--- src/hw/acs_pkg.sv ---
// constants, register layout and carrier types for the converter sequencer
// assumes a 32-bit apb master and an analog core with its own successive approximation logic
// Overview of operation
// - interrupt request after every non-discarded conversion when enabled
// - request goes to cpu or dma by select
// - result read or control write withdraws request
// - done bit read-only, set per completion
// - control write or result read clears done
// - with interrupts on, select bit is storage
// - reset clears enable, continuous and select
// - continuous mode converts back to back
// - single mode: one conversion per control write
// - five bit channel, codes 0-5 port pins
// - channel codes select high and low reference
// - all ones channel code powers converter down
// - first conversion after power-up is discarded
// - keeps converting in wait, request wakes cpu
// - stop mode aborts conversion, block inactive
// - stop exit resumes, first conversion discarded
// - result register loaded at each completion
// - prescaler divides by 1,2,4,8, else 16
// - source select: 1 bus clock, 0 oscillator
// - conversion takes 16 or 17 converter clocks
// - control write starts a conversion
// - selected port pin forced input, reads zero
package acs_pkg;

  localparam logic [7:0] ACS_OFS_STATUS_CONTROL = 8'h00;
  localparam logic [7:0] ACS_OFS_RESULT = 8'h04;
  localparam logic [7:0] ACS_OFS_CLOCK_CONFIG = 8'h08;

  localparam int ACS_BIT_DONE_SEL = 7;
  localparam int ACS_BIT_IRQ_EN = 6;
  localparam int ACS_BIT_CONT = 5;
  localparam int ACS_CH_MSB = 4;
  localparam int ACS_DIV_MSB = 7;
  localparam int ACS_DIV_LSB = 5;
  localparam int ACS_BIT_SRC = 4;

  localparam logic [4:0] ACS_CH_RESET = 5'h1F;
  localparam logic [4:0] ACS_CH_POWER_OFF = 5'h1F;
  localparam logic [4:0] ACS_CH_REF_HIGH = 5'h1D;
  localparam logic [4:0] ACS_CH_REF_LOW = 5'h1E;
  localparam logic [4:0] ACS_CH_LAST_PORT = 5'h05;
  localparam logic [2:0] ACS_DIV_RESET = 3'h0;
  localparam logic ACS_SRC_RESET = 1'b0;
  localparam logic [7:0] ACS_RESULT_RESET = 8'h00;

  localparam logic [4:0] ACS_CONV_CYCLES = 5'h10;

  typedef enum {
    ACS_IDLE,
    ACS_WAIT_TICK,
    ACS_CONVERT
  } acs_state_type;

  typedef struct packed {
    logic irq_enable;
    logic continuous;
    logic [4:0] channel;
  } acs_control_type;

  typedef struct packed {
    logic power;
    logic start;
    logic clk_tick;
    logic [4:0] channel;
  } acs_core_type;

endpackage : acs_pkg

--- src/hw/acs_sequencer.sv ---
// apb slave and conversion sequencer for an 8-bit successive approximation converter
// assumes the analog core converts on core.clk_tick pulses and holds its result until the next start
`timescale 1ns/10ps
`default_nettype none

module acs_sequencer
  import acs_pkg::*;
#(
  parameter int PORT_CHANNELS = 6
) (
  input wire logic clk_i,
  input wire logic rstn_i,
  input wire logic psel_i,
  input wire logic penable_i,
  input wire logic pwrite_i,
  input wire logic [7:0] paddr_i,
  input wire logic [31:0] pwdata_i,
  output logic [31:0] prdata_o,
  output logic pready_o,
  output logic pslverr_o,
  input wire logic oscillator_ref_clock_i,
  input wire logic stop_mode_i,
  input wire logic [7:0] core_result_i,
  output acs_core_type core_o,
  output logic [PORT_CHANNELS-1:0] port_override_o,
  output logic irq_cpu_o,
  output logic dma_req_o
);

  // control and configuration state
  acs_control_type ctrl;
  logic done_sel;
  logic [2:0] clock_divider_sel;
  logic clock_source_sel;
  logic [7:0] conv_result;

  // sequencer state
  acs_state_type state;
  logic [4:0] conv_cnt;
  logic [3:0] pre_cnt;
  logic start_pend;
  logic discard;
  logic stop_q;
  logic stop_aborted;
  logic osc_meta;
  logic osc_sync;
  logic osc_last;

  // apb decode
  wire logic setup = psel_i & ~penable_i;
  wire logic access = psel_i & penable_i & pready_o;
  wire logic hit_scr = paddr_i == ACS_OFS_STATUS_CONTROL;
  wire logic hit_res = paddr_i == ACS_OFS_RESULT;
  wire logic hit_clk = paddr_i == ACS_OFS_CLOCK_CONFIG;
  wire logic mapped = hit_scr | hit_res | hit_clk;
  wire logic wr_scr = access & pwrite_i & hit_scr;
  wire logic wr_clk = access & pwrite_i & hit_clk;
  wire logic rd_res = access & ~pwrite_i & hit_res;
  wire logic [7:0] scr_view = {done_sel, ctrl.irq_enable, ctrl.continuous, ctrl.channel};
  wire logic [7:0] clk_view = {clock_divider_sel, clock_source_sel, 4'h0};
  wire logic [7:0] rd_byte = hit_scr ? scr_view :
                             hit_res ? conv_result :
                             hit_clk ? clk_view : 8'h00;

  // written control fields
  wire logic [4:0] wr_channel = pwdata_i[ACS_CH_MSB:0];
  wire logic wr_irq_en = pwdata_i[ACS_BIT_IRQ_EN];
  wire logic wr_cont = pwdata_i[ACS_BIT_CONT];
  wire logic wr_sel = pwdata_i[ACS_BIT_DONE_SEL];

  // converter clock: source edge then prescaler
  wire logic osc_edge = osc_sync & ~osc_last;
  wire logic src_edge = clock_source_sel ? 1'b1 : osc_edge;
  wire logic [3:0] div_last = clock_divider_sel[2] ? 4'hF :
                              clock_divider_sel[1:0] == 2'h3 ? 4'h7 :
                              clock_divider_sel[1:0] == 2'h2 ? 4'h3 :
                              clock_divider_sel[1:0] == 2'h1 ? 4'h1 : 4'h0;
  wire logic tick = src_edge & (pre_cnt >= div_last);

  wire logic powered_off = ctrl.channel == ACS_CH_POWER_OFF;
  wire logic stop_enter = stop_mode_i & ~stop_q;
  wire logic stop_exit = ~stop_mode_i & stop_q;
  wire logic conv_end = (state == ACS_CONVERT) & tick & (conv_cnt == ACS_CONV_CYCLES - 5'h01);
  wire logic complete = conv_end & ~discard & ~stop_mode_i;
  // leaving the power-off code needs one throwaway conversion
  wire logic wake_from_off = wr_scr & powered_off & (wr_channel != ACS_CH_POWER_OFF);
  wire logic [4:0] next_channel = wr_scr ? wr_channel : ctrl.channel;
  wire logic next_off = next_channel == ACS_CH_POWER_OFF;
  wire logic next_cont = wr_scr ? wr_cont : ctrl.continuous;
  wire logic next_irq_en = wr_scr ? wr_irq_en : ctrl.irq_enable;

  // irq pending: completion sets, result read or control write withdraws, set wins
  logic irq_pend;
  wire logic next_irq_pend = (complete & ctrl.irq_enable) | (irq_pend & ~rd_res & ~wr_scr);
  // with interrupts off the bit is the done flag, so a result read clears it as well
  wire logic rd_clears_done = rd_res & ~ctrl.irq_enable;
  wire logic next_sel_bit = wr_scr ? (wr_irq_en ? wr_sel : 1'b0) :
                            rd_clears_done ? 1'b0 : done_sel;

  // port pin forced to analog input while selected
  logic [PORT_CHANNELS-1:0] next_override;
  always_comb begin
    next_override = '0;
    for (int i = 0; i < PORT_CHANNELS; i++) begin
      if (!next_off && next_channel == 5'(i)) begin
        next_override[i] = 1'b1;
      end
    end
  end

  // apb answer: no wait state, registered from the setup phase so every bus output is a flop
  always_ff @(posedge clk_i or negedge rstn_i) begin
    if (!rstn_i) begin
      pready_o <= 1'b0;
      pslverr_o <= 1'b0;
      prdata_o <= 32'h0000_0000;
    end else begin
      pready_o <= setup;
      pslverr_o <= setup & ~mapped;
      prdata_o <= setup ? {24'h00_0000, rd_byte} : 32'h0000_0000;
    end
  end

  always_ff @(posedge clk_i or negedge rstn_i) begin
    if (!rstn_i) begin
      ctrl.irq_enable <= 1'b0;
      ctrl.continuous <= 1'b0;
      ctrl.channel <= ACS_CH_RESET;
      clock_divider_sel <= ACS_DIV_RESET;
      clock_source_sel <= ACS_SRC_RESET;
    end else begin
      if (wr_scr) begin
        ctrl.irq_enable <= wr_irq_en;
        ctrl.continuous <= wr_cont;
        ctrl.channel <= wr_channel;
      end
      if (wr_clk) begin
        clock_divider_sel <= pwdata_i[ACS_DIV_MSB:ACS_DIV_LSB];
        clock_source_sel <= pwdata_i[ACS_BIT_SRC];
      end
    end
  end

  // done flag / dma select
  always_ff @(posedge clk_i or negedge rstn_i) begin
    if (!rstn_i) begin
      done_sel <= 1'b0;
    end else if (complete & ~ctrl.irq_enable & ~next_irq_en) begin
      done_sel <= 1'b1;
    end else begin
      done_sel <= next_sel_bit;
    end
  end

  always_ff @(posedge clk_i or negedge rstn_i) begin
    if (!rstn_i) begin
      conv_result <= ACS_RESULT_RESET;
    end else if (complete) begin
      conv_result <= core_result_i;
    end
  end

  // interrupt routing, usable as a wake source in wait mode
  always_ff @(posedge clk_i or negedge rstn_i) begin
    if (!rstn_i) begin
      irq_pend <= 1'b0;
      irq_cpu_o <= 1'b0;
      dma_req_o <= 1'b0;
    end else begin
      irq_pend <= next_irq_pend;
      irq_cpu_o <= next_irq_pend & next_irq_en & ~next_sel_bit;
      dma_req_o <= next_irq_pend & next_irq_en & next_sel_bit;
    end
  end

  // oscillator reference arrives asynchronously
  always_ff @(posedge clk_i or negedge rstn_i) begin
    if (!rstn_i) begin
      osc_meta <= 1'b0;
      osc_sync <= 1'b0;
      osc_last <= 1'b0;
      stop_q <= 1'b0;
    end else begin
      osc_meta <= oscillator_ref_clock_i;
      osc_sync <= osc_meta;
      osc_last <= osc_sync;
      stop_q <= stop_mode_i;
    end
  end

  always_ff @(posedge clk_i or negedge rstn_i) begin
    if (!rstn_i) begin
      pre_cnt <= 4'h0;
    end else if (stop_mode_i | powered_off) begin
      pre_cnt <= 4'h0;
    end else if (tick) begin
      pre_cnt <= 4'h0;
    end else if (src_edge) begin
      pre_cnt <= pre_cnt + 4'h1;
    end
  end

  // a single conversion aborted by stop is remembered so it resumes
  always_ff @(posedge clk_i or negedge rstn_i) begin
    if (!rstn_i) begin
      stop_aborted <= 1'b0;
    end else if (stop_enter) begin
      stop_aborted <= (state != ACS_IDLE) | start_pend;
    end else if (stop_exit) begin
      stop_aborted <= 1'b0;
    end
  end

  // throwaway conversion after power-off or stop
  always_ff @(posedge clk_i or negedge rstn_i) begin
    if (!rstn_i) begin
      discard <= 1'b0;
    end else if (wake_from_off | stop_exit) begin
      discard <= 1'b1;
    end else if (conv_end) begin
      discard <= 1'b0;
    end
  end

  always_ff @(posedge clk_i or negedge rstn_i) begin
    if (!rstn_i) begin
      start_pend <= 1'b0;
    end else if (stop_mode_i | next_off) begin
      start_pend <= 1'b0;
    end else if (wr_scr) begin
      start_pend <= 1'b1;
    end else if (stop_exit & (ctrl.continuous | stop_aborted)) begin
      start_pend <= 1'b1;
    end else if (state == ACS_WAIT_TICK & tick) begin
      start_pend <= 1'b0;
    end
  end

  // sequencer: a write restarts, the start aligns to the next tick, so 16 or 17 ticks
  always_ff @(posedge clk_i or negedge rstn_i) begin
    if (!rstn_i) begin
      state <= ACS_IDLE;
      conv_cnt <= 5'h00;
    end else if (stop_mode_i | next_off | wr_scr) begin
      state <= (stop_mode_i | next_off) ? ACS_IDLE : ACS_WAIT_TICK;
      conv_cnt <= 5'h00;
    end else begin
      case (state)
        ACS_IDLE: begin
          if (start_pend) begin
            state <= ACS_WAIT_TICK;
          end
        end
        ACS_WAIT_TICK: begin
          if (tick) begin
            state <= ACS_CONVERT;
            conv_cnt <= 5'h00;
          end
        end
        ACS_CONVERT: begin
          if (conv_end) begin
            conv_cnt <= 5'h00;
            state <= (ctrl.continuous | discard) ? ACS_CONVERT : ACS_IDLE;
          end else if (tick) begin
            conv_cnt <= conv_cnt + 5'h01;
          end
        end
        default: begin
          state <= ACS_IDLE;
        end
      endcase
    end
  end

  // core drive
  always_ff @(posedge clk_i or negedge rstn_i) begin
    if (!rstn_i) begin
      core_o <= '0;
      port_override_o <= '0;
    end else begin
      core_o.power <= ~next_off & ~stop_mode_i;
      core_o.start <= (state == ACS_WAIT_TICK & tick & ~wr_scr & ~stop_mode_i) |
                      (conv_end & (ctrl.continuous | discard) & ~wr_scr & ~stop_mode_i);
      core_o.clk_tick <= tick & ~stop_mode_i;
      core_o.channel <= next_channel;
      port_override_o <= next_override;
    end
  end

endmodule : acs_sequencer

`default_nettype wire

--- config.mk ---
export PLATFORM = sky130hd
export DESIGN_NAME = acs_sequencer
export DESIGN_NICKNAME = d
export VERILOG_FILES = /design/src/hw/acs_pkg.sv /design/src/hw/acs_sequencer.sv
export SDC_FILE = /design/constraint.sdc
export NUM_CORES = 1
export LEC_CHECK = 0
export ABC_CLOCK_PERIOD_IN_PS = 3810
export BUFFER_PORTS_ARGS = -buffer_cell sky130_fd_sc_hd__buf_2
export CAP_MARGIN = 25
export CORE_MARGIN = 4
export CORE_UTILIZATION = 35
export CTS_CLUSTER_SIZE = 24
export DETAILED_ROUTE_END_ITERATION = 7
export SETUP_SLACK_MARGIN = 0.02
export SLEW_MARGIN = 20
export SYNTH_ARGS = -nofsm -noshare
export SYNTH_HDL_FRONTEND = slang
export SYNTH_SLANG_ARGS = --single-unit
--- constraint.sdc ---
create_clock -name clk_i -period 3.81 [get_ports clk_i]
set_input_delay 0 -clock clk_i [delete_from_list [all_inputs] [get_ports clk_i]]
set_output_delay 0 -clock clk_i [all_outputs]
set_load 0.01 [all_outputs]
==> reports/results.txt, run 1 <==
# DRC = 0
sequential element share of the synthesized area = 0.503
Post-synth EDFFs = 0
synthesized instance count = 303
routability cong. = 0.841
CTS root buffer = clkbuf_8
Slew Viols, Final = 0
hold crit path type = input port to flop
Max Cap Viol = 0
Top FF cell, synth = dfrtp_1
Total Wirelength = 7240 µm
Compound-Gate Fraction of Synth Area = 0.102
final period utilization = 0.706
CP arrival = 2930 ps
post-CTS setup buffer count = 0
CP endpoint kind = flop
type of origin of the critical path = input port
DR vias = 2493
# IOs = 105
Area growth, synth to finish = 25.2%
Rel. slew slack = 0.535
final antenna-violating net count = 0
standard-cell rows = 34
core area = 8890 µm²
GRT Total Usage = 0.141
status = finished, final reports clean
Post-CTS Resized = 0
Final Skew = 11.0 ps
Post-Synth Simple-Gate Area = 0.161
critical path class = input port to flop
Power Density = 393 nW/µm²
global-route wire length before repair = 12400 µm
Req. time, crit path = 4060 ps
Min Clock Period, post-route = 2690 ps
worst skew pair latency = 340 ps
total clock sinks = 65
grt total ovfl = 0
Hold Vio Cnt, Final = 0
Mean Syn Cell Area = 10.7 µm²
largest family of logic cells by synthesized area = simple AND/OR/NAND/NOR gates
total leakage power = 0.00201 µW
Nets = 456
Starting Density = 0.365
Syn Std Cell Area = 3250 µm²
chip width = 104 µm
vias in the first global route = 2482
setup TNS = 0 ps
Post-Synth XOR/XNOR Area = 0.00539
Iter 0 DRT Violations = 248
initial antenna violation count = 0
clk buf depth = 2
CTS buffer count = 9
pin count of the biggest net entering global routing = 39
drt via density = 4.96
Power Total = 1600 µW
setup violators final = 0
share of cells above drive strength 1 = 0.276
asr flop ratio synth = 1.00
post-synthesis mux area share = 0.0993
yosys warns = 0
Die H = 104 µm
drt first pass iters = 4
maximum clock rate = 372 MHz
PortBufs = 56
Adder-Cell Fraction of Synth Area = 0.0424
crit path max fanout = 14
die area = 10900 µm²
Clock transition at path regs = 60 ps
worst slew pin tran = 692 ps
Detailed Place HPWL = 5340 µm
commonest non-fill, non-tap cell in the layout = dfrtp_1
CTS H-tree lvls = 3
commonest cells after routing, fill and taps aside = 60 x dfrtp_1, 56 x buf_2, 24 x conb_1
maximum vdd drop = 0.290 mV
diode count = 0
unrepaired setup endpoints after global routing = no
hold buffers post-CTS = 22
WL/cell = 14.4 µm
post-synthesis cell type count = 55
CTS tree = yes
flops & latches, synth = 65
==> flip-flops by register name (all words and copies together) (netlist names), 2 cells and up <==
signal	count
conv_result	8
core_o	8
prdata_o	8
ctrl	7
port_override_o	6
conv_cnt	5
pre_cnt	4
clock_divider_sel	3
state	2
==> cells by family (layout without fill, tap and decap cells) <==
| logic type | after synthesis | after routing |
|---|---|---|
| flip-flops | 65 | 65 |
| adder cells (fa/ha/maj) | 11 | 11 |
| other | 1 | 24 |
| buffers and inverters | 48 | 117 |
| AO/OA/AOI/OAI | 48 | 48 |
| multiplexers | 30 | 30 |
| AND/OR/NAND/NOR | 98 | 98 |
| XOR/XNOR | 2 | 2 |
==> layer usage <==
metal,share of wire,GRT usage
met4,0.023,0.0579
met1,0.46,0.189
met2,0.46,0.207
met5,0,0
met3,0.064,0.0472
==> cells in the mapped netlist (2+ instances only) <==
library cell	n	area, µm²
a21boi_0	2	15.0
mux2_2	18	203
a31o_2	2	17.5
dfstp_2	5	131
inv_1	18	67.6
nor4_1	2	12.5
nor2_1	23	86.3
nand2b_1	6	37.5
buf_4	25	188
a21o_1	2	15.0
nand2_1	18	67.6
clkbuf_1	2	7.51
ha_1	11	138
mux2i_1	12	120
o21ai_0	7	35.0
nand3_1	14	70.1
a31oi_1	2	12.5
o31ai_1	2	15.0
o21a_1	3	22.5
nor2b_1	4	25.0
nand4_1	2	12.5
nor3_1	12	60.1
dfrtp_1	60	1500
or3_1	2	12.5
a21oi_1	12	60.1
xor2_1	2	17.5
or2_2	3	18.8
a311oi_1	2	17.5
a211oi_1	2	15.0
o22ai_1	3	18.8
==> cell type report <==
cell class | instances | area, µm²
Clock inverter | 5 | 125
Sequential cell | 65 | 1630
Timing Repair Buffer | 82 | 531
Multi-Input combinational cell | 213 | 1420
Tap cell | 108 | 135
Inverter | 19 | 71.3
Fill cell | 854 | 4820
Clock buffer | 11 | 151
==> path summary, 6_finish.rpt <==
kind,startpoint,end,slack (ps),cells after the start
max in group asynchronous,rstn_i,ctrl[1],2660,3
min in group asynchronous,rstn_i,osc_meta,220,2
hold reg to reg,osc_meta,osc_sync,360,0
setup / recovery,paddr_i[3],port_override_o[3],1120,8
setup reg to reg,clock_divider_sel[2],dma_req_o,1190,7
hold / removal,pwdata_i[0],ctrl[0],60,3
==> where the power goes <==
| group | switching (µW) | total, µW | internal (µW) |
|---|---|---|---|
| sequential | 3.40 | 701 | 697 |
| combinational | 63.4 | 105 | 42.0 |
| clock | 259 | 794 | 536 |
| total | 325 | 1600 | 1270 |
==> stage by stage <==
| step | setup WS (ps) | instances | cell area [µm²] | hold WS, ps | util |
|---|---|---|---|---|---|
| after floorplan | 1160 | 326 | 3340 | -296 | - |
| after global placement | 1240 | 465 | 3570 | 62.4 | 0.402 |
| after detailed placement | 1210 | 465 | 3570 | 62.3 | 0.402 |
| after CTS | 1150 | 503 | 4070 | 28.6 | 0.458 |
| after global routing | 982 | 503 | 4070 | 61.0 | 0.458 |
| final | 1120 | 503 | 4070 | 55.2 | 0.458 |
==> critical path: stages <==
cell and delay, ps:
dlygate4sd3_1 530, buf_2 200, or3b_2 510, nor4_4 540, buf_4 320, nand3_1 90, dlygate4sd3_1 560, a21oi_1 180
No activity file was read; power rests on OpenSTA's default activity.
==> run 2: changes to the inputs <==
--- a/config.mk
+++ b/config.mk
@@ -5,7 +5,8 @@
 export SDC_FILE = /design/constraint.sdc
 export NUM_CORES = 1
 export LEC_CHECK = 0
-export ABC_CLOCK_PERIOD_IN_PS = 3810
+export ABC_AREA = 1
+export ABC_CLOCK_PERIOD_IN_PS = 2650
 export BUFFER_PORTS_ARGS = -buffer_cell sky130_fd_sc_hd__buf_2
 export CAP_MARGIN = 25
 export CORE_MARGIN = 4
==> constraint.sdc (replaced) <==
create_clock -name clk_i -period 2.65 [get_ports clk_i]
set_input_delay 0 -clock clk_i [delete_from_list [all_inputs] [get_ports clk_i]]
set_output_delay 0 -clock clk_i [all_outputs]
set_load 0.01 [all_outputs]
==> run 2 against run 1 <==
- non-clock buffer count decreased by 4
- sequential power increased by 50%
- first-iteration DRC count decreased by 61%
- clock skew decreased by 1.1 ps
- clock power decreased by 9.4%
- global-route usage decreased by 0.10 points
- final cell count increased by 12%
- synthesized area decreased by 0.19%
- worst setup slack got worse by 550 ps
- power increased by 30%
- combinational power increased to 3.0 times the previous value
- largest cell class unchanged
==> reports/results.txt, run 2 <==
Area growth, synth to finish = 20.5%
diode count = 0 (unchanged)
reg2reg end = irq_cpu_o
setup TNS = 0 ps (unchanged)
total clock sinks = 65 (unchanged)
initial antenna violation count = 0 (unchanged)
global-route wire length before repair = 12300 µm (-1.2%)
type of origin of the critical path = flop
Synth area leader = dfrtp_1
switching pwr = 573 µW (+76%)
Hold Vio Cnt, Final = 0 (unchanged)
maximum vdd drop = 0.222 mV (-23%)
# DRC = 0 (unchanged)
top-count cell post-synth = nand2_1
Post-synth EDFFs = 0 (unchanged)
Worst R2R Setup Slack = 570 ps (-620 ps)
drt first pass iters = 4 (unchanged)
total leakage power = 0.00215 µW (+6.9%)
routability cong. = 0.807 (-4.0%)
Clk pwr share = 0.347 (-0.149)
Max Cap Viol = 0 (unchanged)
combinational power share = 0.149 (+0.083)
worst skew pair latency = 340 ps (about the same)
Nets = 518 (+14%)
Die H = 104 µm (about the same)
flops & latches, synth = 65 (unchanged)
main area contributors after synthesis = dfrtp_1 46%, nand2_1 8.3%, inv_1 5.7%
CP endpoint = irq_cpu_o
Placed Area = 3550 µm² (-0.67%)
CTS root buffer = clkbuf_8
chip width = 104 µm (about the same)
commonest cells after routing, fill and taps aside = 72 x nand2_1, 60 x dfrtp_1, 56 x buf_2
CTS tree = yes
critical path class = flop to flop
clk buf depth = 2 (unchanged)
Rel. slew slack = 0.452 (-0.0838)
most frequent cells after synthesis = 72 x nand2_1, 60 x dfrtp_1, 49 x inv_1
Starting Density = 0.367 (+0.00105)
crit path max fanout = 6 (-8)
asr flop ratio synth = 1.00 (unchanged)
Clock transition at path regs = 60 ps (about the same)
Min Clock Period, post-route = 2080 ps
core area = 8850 µm² (-0.48%)
setup violators final = 0 (unchanged)
# IOs = 105 (unchanged)
grt total ovfl = 0 (unchanged)
Cell Chain, Critical Path = inv_1 -> ha_1 -> inv_1 -> nor3_2 -> nand3_2 -> nor3_4 -> nand2_1 -> o21ai_1 -> nand2_1 -> nor2_1
CTS H-tree lvls = 3 (unchanged)
synthesized instance count = 368 (+21%)
post-CTS setup buffer count = 0 (unchanged)
Syn Std Cell Area = 3240 µm² (-0.19%)
r2r startpoint = state[0]
Sw Share = 0.276 (+0.0728)
Final Skew = 9.92 ps (-1.08 ps)
commonest non-fill, non-tap cell in the layout = nand2_1
post-synth top area share = 0.463 (+0.000891)
Power Density = 531 nW/µm² (+35%)
CP max stage delay = 400 ps (-160 ps)
PortBufs = 56 (unchanged)
Post-CTS Resized = 0 (unchanged)
hold crit path type = input port to flop
CP arrival = 2350 ps (-580 ps)
Mean Syn Cell Area = 8.81 µm² (-18%)
cells on worst reg2reg path = 10 (+3)
internal power = 1500 µW (+18%)
CP max-delay cell = dfrtp_1
Top FF cell, synth = dfrtp_1
status = finished, final reports clean
CP endpoint kind = flop
post-route cell area = 3910 µm² (-3.9%)
sequential element share of the synthesized area = 0.503 (+0.000969)
unrepaired setup endpoints after global routing = no
final period utilization = 0.784
standard-cell rows = 34 (unchanged)
die area = 10900 µm² (-0.18%)
vias in the first global route = 2562 (+3.2%)
DR vias = 2610 (+4.7%)
final antenna-violating net count = 0 (unchanged)
Detailed Place HPWL = 5260 µm (-1.6%)
pin count of the biggest net entering global routing = 66 (+69%)
yosys warns = 0 (unchanged)
Crit. Startpoint = state[0]
Req. time, crit path = 2920 ps (-1140 ps)
maximum clock rate = 482 MHz
WL/cell = 12.7 µm (-12%)
Slew Viols, Final = 0 (unchanged)
CTS buffer count = 9 (unchanged)
drt via density = 4.62 (-6.8%)
Power Total = 2070 µW (+30%)
post-synthesis cell type count = 36 (-35%)
Total Wirelength = 7180 µm (-0.94%)
Flop pwr share = 0.504 (+0.066)
Largest regs = conv_result (8), core_o (8), prdata_o (8)
share of cells above drive strength 1 = 0.212 (-0.0637)
worst slew pin tran = 823 ps (+131 ps)
GRT Total Usage = 0.140 (-0.00102)
Iter 0 DRT Violations = 96 (-61%)
## run 2: changes by cell type in the layout (fill, tap and decap cells not counted), moves of 8 or more
| cell | previous run | this run |
|---|---|---|
| mux2_2 | 18 | 0 |
| nor2_1 | 23 | 33 |
| mux2i_1 | 12 | 0 |
| nand3_1 | 14 | 23 |
| inv_1 | 18 | 49 |
| o21ai_0 | 7 | 16 |
| nand2_1 | 18 | 72 |
| nand2_2 | 0 | 8 |
| nand4_1 | 2 | 13 |
## run 2: power groups by stage
stage	registers, µW	clock network, µW	logic [µW]
after floorplan	1060	0	216
after global placement	1060	0	281
after detailed placement	1060	0	289
after CTS	1050	742	312
after global routing	1050	781	357
final	1050	719	310
## run 2: cell families (layout without fill, tap and decap cells)
family,after synthesis,count (layout),synth area share
AND/OR/NAND/NOR,166,166,0.241
buffers and inverters,81,147,0.127
flip-flops,65,65,0.503
AO/OA/AOI/OAI,40,40,0.0741
adder cells (fa/ha/maj),11,11,0.0424
XOR/XNOR,4,4,0.0108
other,1,24,0.00116
## run 2: how the worst min path moves through the flow
stage | slack [ps] | endpoint | start | depth (start not counted)
final | 50 | pready_o | psel_i | 3
after global routing | 50 | pready_o | psel_i | 3
after CTS | 20 | pready_o | psel_i | 3
after detailed placement | 110 | osc_meta | oscillator_ref_clock_i | 1
after global placement | 110 | osc_meta | oscillator_ref_clock_i | 1
after floorplan | -300 | clock_divider_sel[0] | rstn_i | 0
## run 2: stage by stage
step | hold slack, ps | setup slack (ps) | std cells | utilization
after detailed placement | 114 | 590 | 529 | 0.401
after CTS | 22.3 | 562 | 565 | 0.442
after global routing | 47.4 | 363 | 565 | 0.442
after global placement | 110 | 621 | 529 | 0.401
final | 54.5 | 573 | 565 | 0.442
after floorplan | -296 | 887 | 391 | -
## run 2: critical path, delay by kind of cell, from the launching register on
kind                       cells  cell delay, ps
buffers and inverters          2             250
DFF                            1             400
and+or+nand+nor                6            1020
adders and majority gates      1             210
AOI/OAI and AO/OA              1             120
## run 2: what timing repair did
item | 4_1_cts | 5_1_grt
setup endpoints to repair | 0 | 0
hold buffers | 20 | 0
hold endpoints to repair | 84 | 0
## run 2: cell type report
class                   instances  area, µm²
clock buffers                  15        156
fillers                       880       4940
multi-input cells             245       1280
flip-flops and latches         65       1630
repair buffers                 78        495
inverters                      53        199
well taps                     108        135
clock inverters                 1       5.00
## run 2: per-layer routing
layer,wire [µm],global-route usage,up-vias,part of all wire
met1,3130,0.171,1224,0.44
met5,0,0,-,0
met4,51,0.0541,0,0.0071
met2,3540,0.226,67,0.49
met3,461,0.0472,4,0.064
li1,-,-,1315,-
==> run 3: changes to the inputs <==
--- a/config.mk
+++ b/config.mk
@@ -6,7 +6,7 @@
 export NUM_CORES = 1
 export LEC_CHECK = 0
 export ABC_AREA = 1
-export ABC_CLOCK_PERIOD_IN_PS = 2650
+export ABC_CLOCK_PERIOD_IN_PS = 1700
 export BUFFER_PORTS_ARGS = -buffer_cell sky130_fd_sc_hd__buf_2
 export CAP_MARGIN = 25
 export CORE_MARGIN = 4
==> constraint.sdc (replaced) <==
create_clock -name clk_i -period 1.7 [get_ports clk_i]
set_input_delay 0 -clock clk_i [delete_from_list [all_inputs] [get_ports clk_i]]
set_output_delay 0 -clock clk_i [all_outputs]
set_load 0.01 [all_outputs]
==> run 3 against run 2 <==
- critical endpoint is now dma_req_o
- sequential power is 55% higher
- final cell count rose by 6.2%
- the run now ends with negative setup slack left
- die area unchanged
- worst setup slack worse by 810 ps
- clock skew is 2.7 ps higher
- flip-flop and latch count did not move
- largest power group unchanged
- critical path depth grew 2
- highest routed layer unchanged
- first-iteration DRC count grew 26%
- count of clock-buffer cells in the layout down 4
- register-to-register slack got worse by 810 ps
- combinational power rose by 100%
==> reports/results.txt, run 3 (synthesized netlist as in run 2, its figures left out) <==
status = finished, violations left
failing checks = negative setup slack
WL/cell = 12.7 µm (about the same)
DR vias = 2752 (+5.4%)
standard-cell rows = 34 (unchanged)
hold crit path type = input port to flop
CP arrival = 2200 ps (-150 ps)
total clock sinks = 65 (unchanged)
CTS tree = yes
Worst Slack Setup Final = -234 ps (-808 ps)
crit path max fanout = 5 (-1)
combinational power share = 0.169 (+0.020)
routability cong. = 0.862 (+6.8%)
switching pwr = 993 µW (+73%)
diode count = 0 (unchanged)
critical path class = flop to flop
commonest non-fill, non-tap cell in the layout = nand2_1
Detailed Place HPWL = 5480 µm (+4.3%)
core area = 8850 µm² (unchanged)
CP max-delay cell = dfrtp_1
Area growth, synth to finish = 34.8%
Buf/Inv on CP = 1 (-1)
# DRC = 0 (unchanged)
type of origin of the critical path = flop
Hold Startpoint = psel_i
drt via density = 4.59 (-0.71%)
global-route wire length before repair = 12900 µm (+4.9%)
internal power = 2690 µW (+79%)
Total Wirelength = 7610 µm (+6.1%)
initial antenna violation count = 0 (unchanged)
FF/Latch Area = 1630 µm² (unchanged)
Final Skew = 12.6 ps (+2.68 ps)
Starting Density = 0.367 (unchanged)
Max Cap Viol = 0 (unchanged)
CTS buffer count = 9 (unchanged)
Power Total = 3680 µW (+77%)
Min Clock Period, post-route = 1930 ps (-142 ps)
worst skew pair latency = 350 ps (about the same)
Req. time, crit path = 1970 ps (-950 ps)
setup violators final = 21 (+21)
Clk pwr share = 0.388 (+0.041)
# IOs = 105 (unchanged)
final antenna-violating net count = 0 (unchanged)
Sw Share = 0.270 (-0.00630)
CTS H-tree lvls = 3 (unchanged)
Hold Vio Cnt, Final = 0 (unchanged)
Largest regs = conv_result (8), core_o (8), prdata_o (8)
vias in the first global route = 2697 (+5.3%)
WHS = 46.0 ps (-8.49 ps)
clk buf depth = 2 (unchanged)
CTS root buffer = clkbuf_8
drt first pass iters = 4 (unchanged)
Die H = 104 µm (unchanged)
Iter 0 DRT Violations = 121 (+26%)
Clock transition at path regs = 80 ps (+20 ps)
CP endpoint kind = flop
final period utilization = 1.14 (+0.354)
commonest cells after routing, fill and taps aside = 63 x nand2_1, 60 x dfrtp_1, 56 x buf_2
Slew Viols, Final = 0 (unchanged)
maximum vdd drop = 0.515 mV (+130%)
total leakage power = 0.00235 µW (+9.1%)
dpl ws = -168 ps (-758 ps)
Multi-input gate area = 1420 µm² (+11%)
chip width = 104 µm (unchanged)
pin count of the biggest net entering global routing = 66 (unchanged)
Cell Chain, Critical Path = nor2_2 -> ha_1 -> inv_1 -> o21bai_1 -> nand2_1 -> nand3_4 -> nand3_4 -> nor3_4 -> nand2_1 -> o21ai_2 -> nand2_2 -> nor2_1
Filler Cell Count = 848 (-3.6%)
critical path's top delay family = simple AND/OR/NAND/NOR gates
share of cells above drive strength 1 = 0.333 (+0.121)
Flop pwr share = 0.443 (-0.061)
maximum clock rate = 517 MHz (+7.4%)
grt total ovfl = 0 (unchanged)
unrepaired setup endpoints after global routing = yes
r2r startpoint = clock_divider_sel[2]
Power Density = 842 nW/µm² (+59%)
Nets = 553 (+6.8%)
Crit. Startpoint = clock_divider_sel[2]
CP max stage delay = 420 ps (+20 ps)
GRT Total Usage = 0.147 (+0.00757)
PortBufs = 56 (unchanged)
die area = 10900 µm² (unchanged)
[run 3: power by group through the flow]
| stage | clock network [µW] | logic [µW] | registers [µW] |
|---|---|---|---|
| 5_1_grt | 1540 | 709 | 1640 |
| 4_1_cts | 1470 | 593 | 1630 |
| 6_report | 1430 | 623 | 1630 |
| 2_1_floorplan | 0 | 352 | 1660 |
| 3_3_place_gp | 0 | 521 | 1660 |
| 3_5_place_dp | 0 | 531 | 1660 |
[run 3: path summary, 6_finish.rpt]
kind                                   to  cells past startpoint  slack (ps)
worst max-delay path            dma_req_o                     12        -230
min in group asynchronous       pslverr_o                      3         200
worst min-delay path             pready_o                      4          50
max in group asynchronous         ctrl[4]                      3        1180
worst max register to register  dma_req_o                     12        -230
worst min register to register   osc_sync                      0         350
[run 3: worst reg2reg max path, cell delays in order (launching register included)]
cell and delay, ps:
dfrtp_1 420, nor2_2 60, ha_1 290, inv_1 50, o21bai_1 140, nand2_1 110
nand3_4 100, nand3_4 110, nor3_4 210, nand2_1 100, o21ai_2 80, nand2_2 80
nor2_1 100
[run 3: timing repair]
item	in CTS	in global routing
buffers inserted	2	4
pin swaps	3	4
resized for setup	14	16
hold endpoints to repair	86	0
hold buffers	19	0
setup endpoints to repair	22	29
[run 3: final cells by class]
| class | count | area share |
|---|---|---|
| clock buffer | 11 | 0.0300 |
| clock inverter | 5 | 0.0186 |
| inverter | 53 | 0.0455 |
| multi-input combinational | 245 | 0.325 |
| sequential | 65 | 0.373 |
| tap | 108 | 0.0309 |
| timing repair buffer | 113 | 0.177 |
[run 3: through the flow]
stage               instance area [µm²]   util  std cells  TNS (ps)
detailed placement                 3810  0.430        559     -2740
CTS                                4280  0.484        596     -1780
finish                             4370  0.494        600     -2900
global placement                   3810  0.430        559     -1300
global route                       4370  0.494        600     -5370
floorplan                          3360      -        391     -6.99
[run 3: metal layers]
metal / part of all wire / GRT usage
met1: 0.42 / 0.181
met2: 0.50 / 0.238
met3: 0.054 / 0.0515
met4: 0.022 / 0.0551
met5: 0 / 0
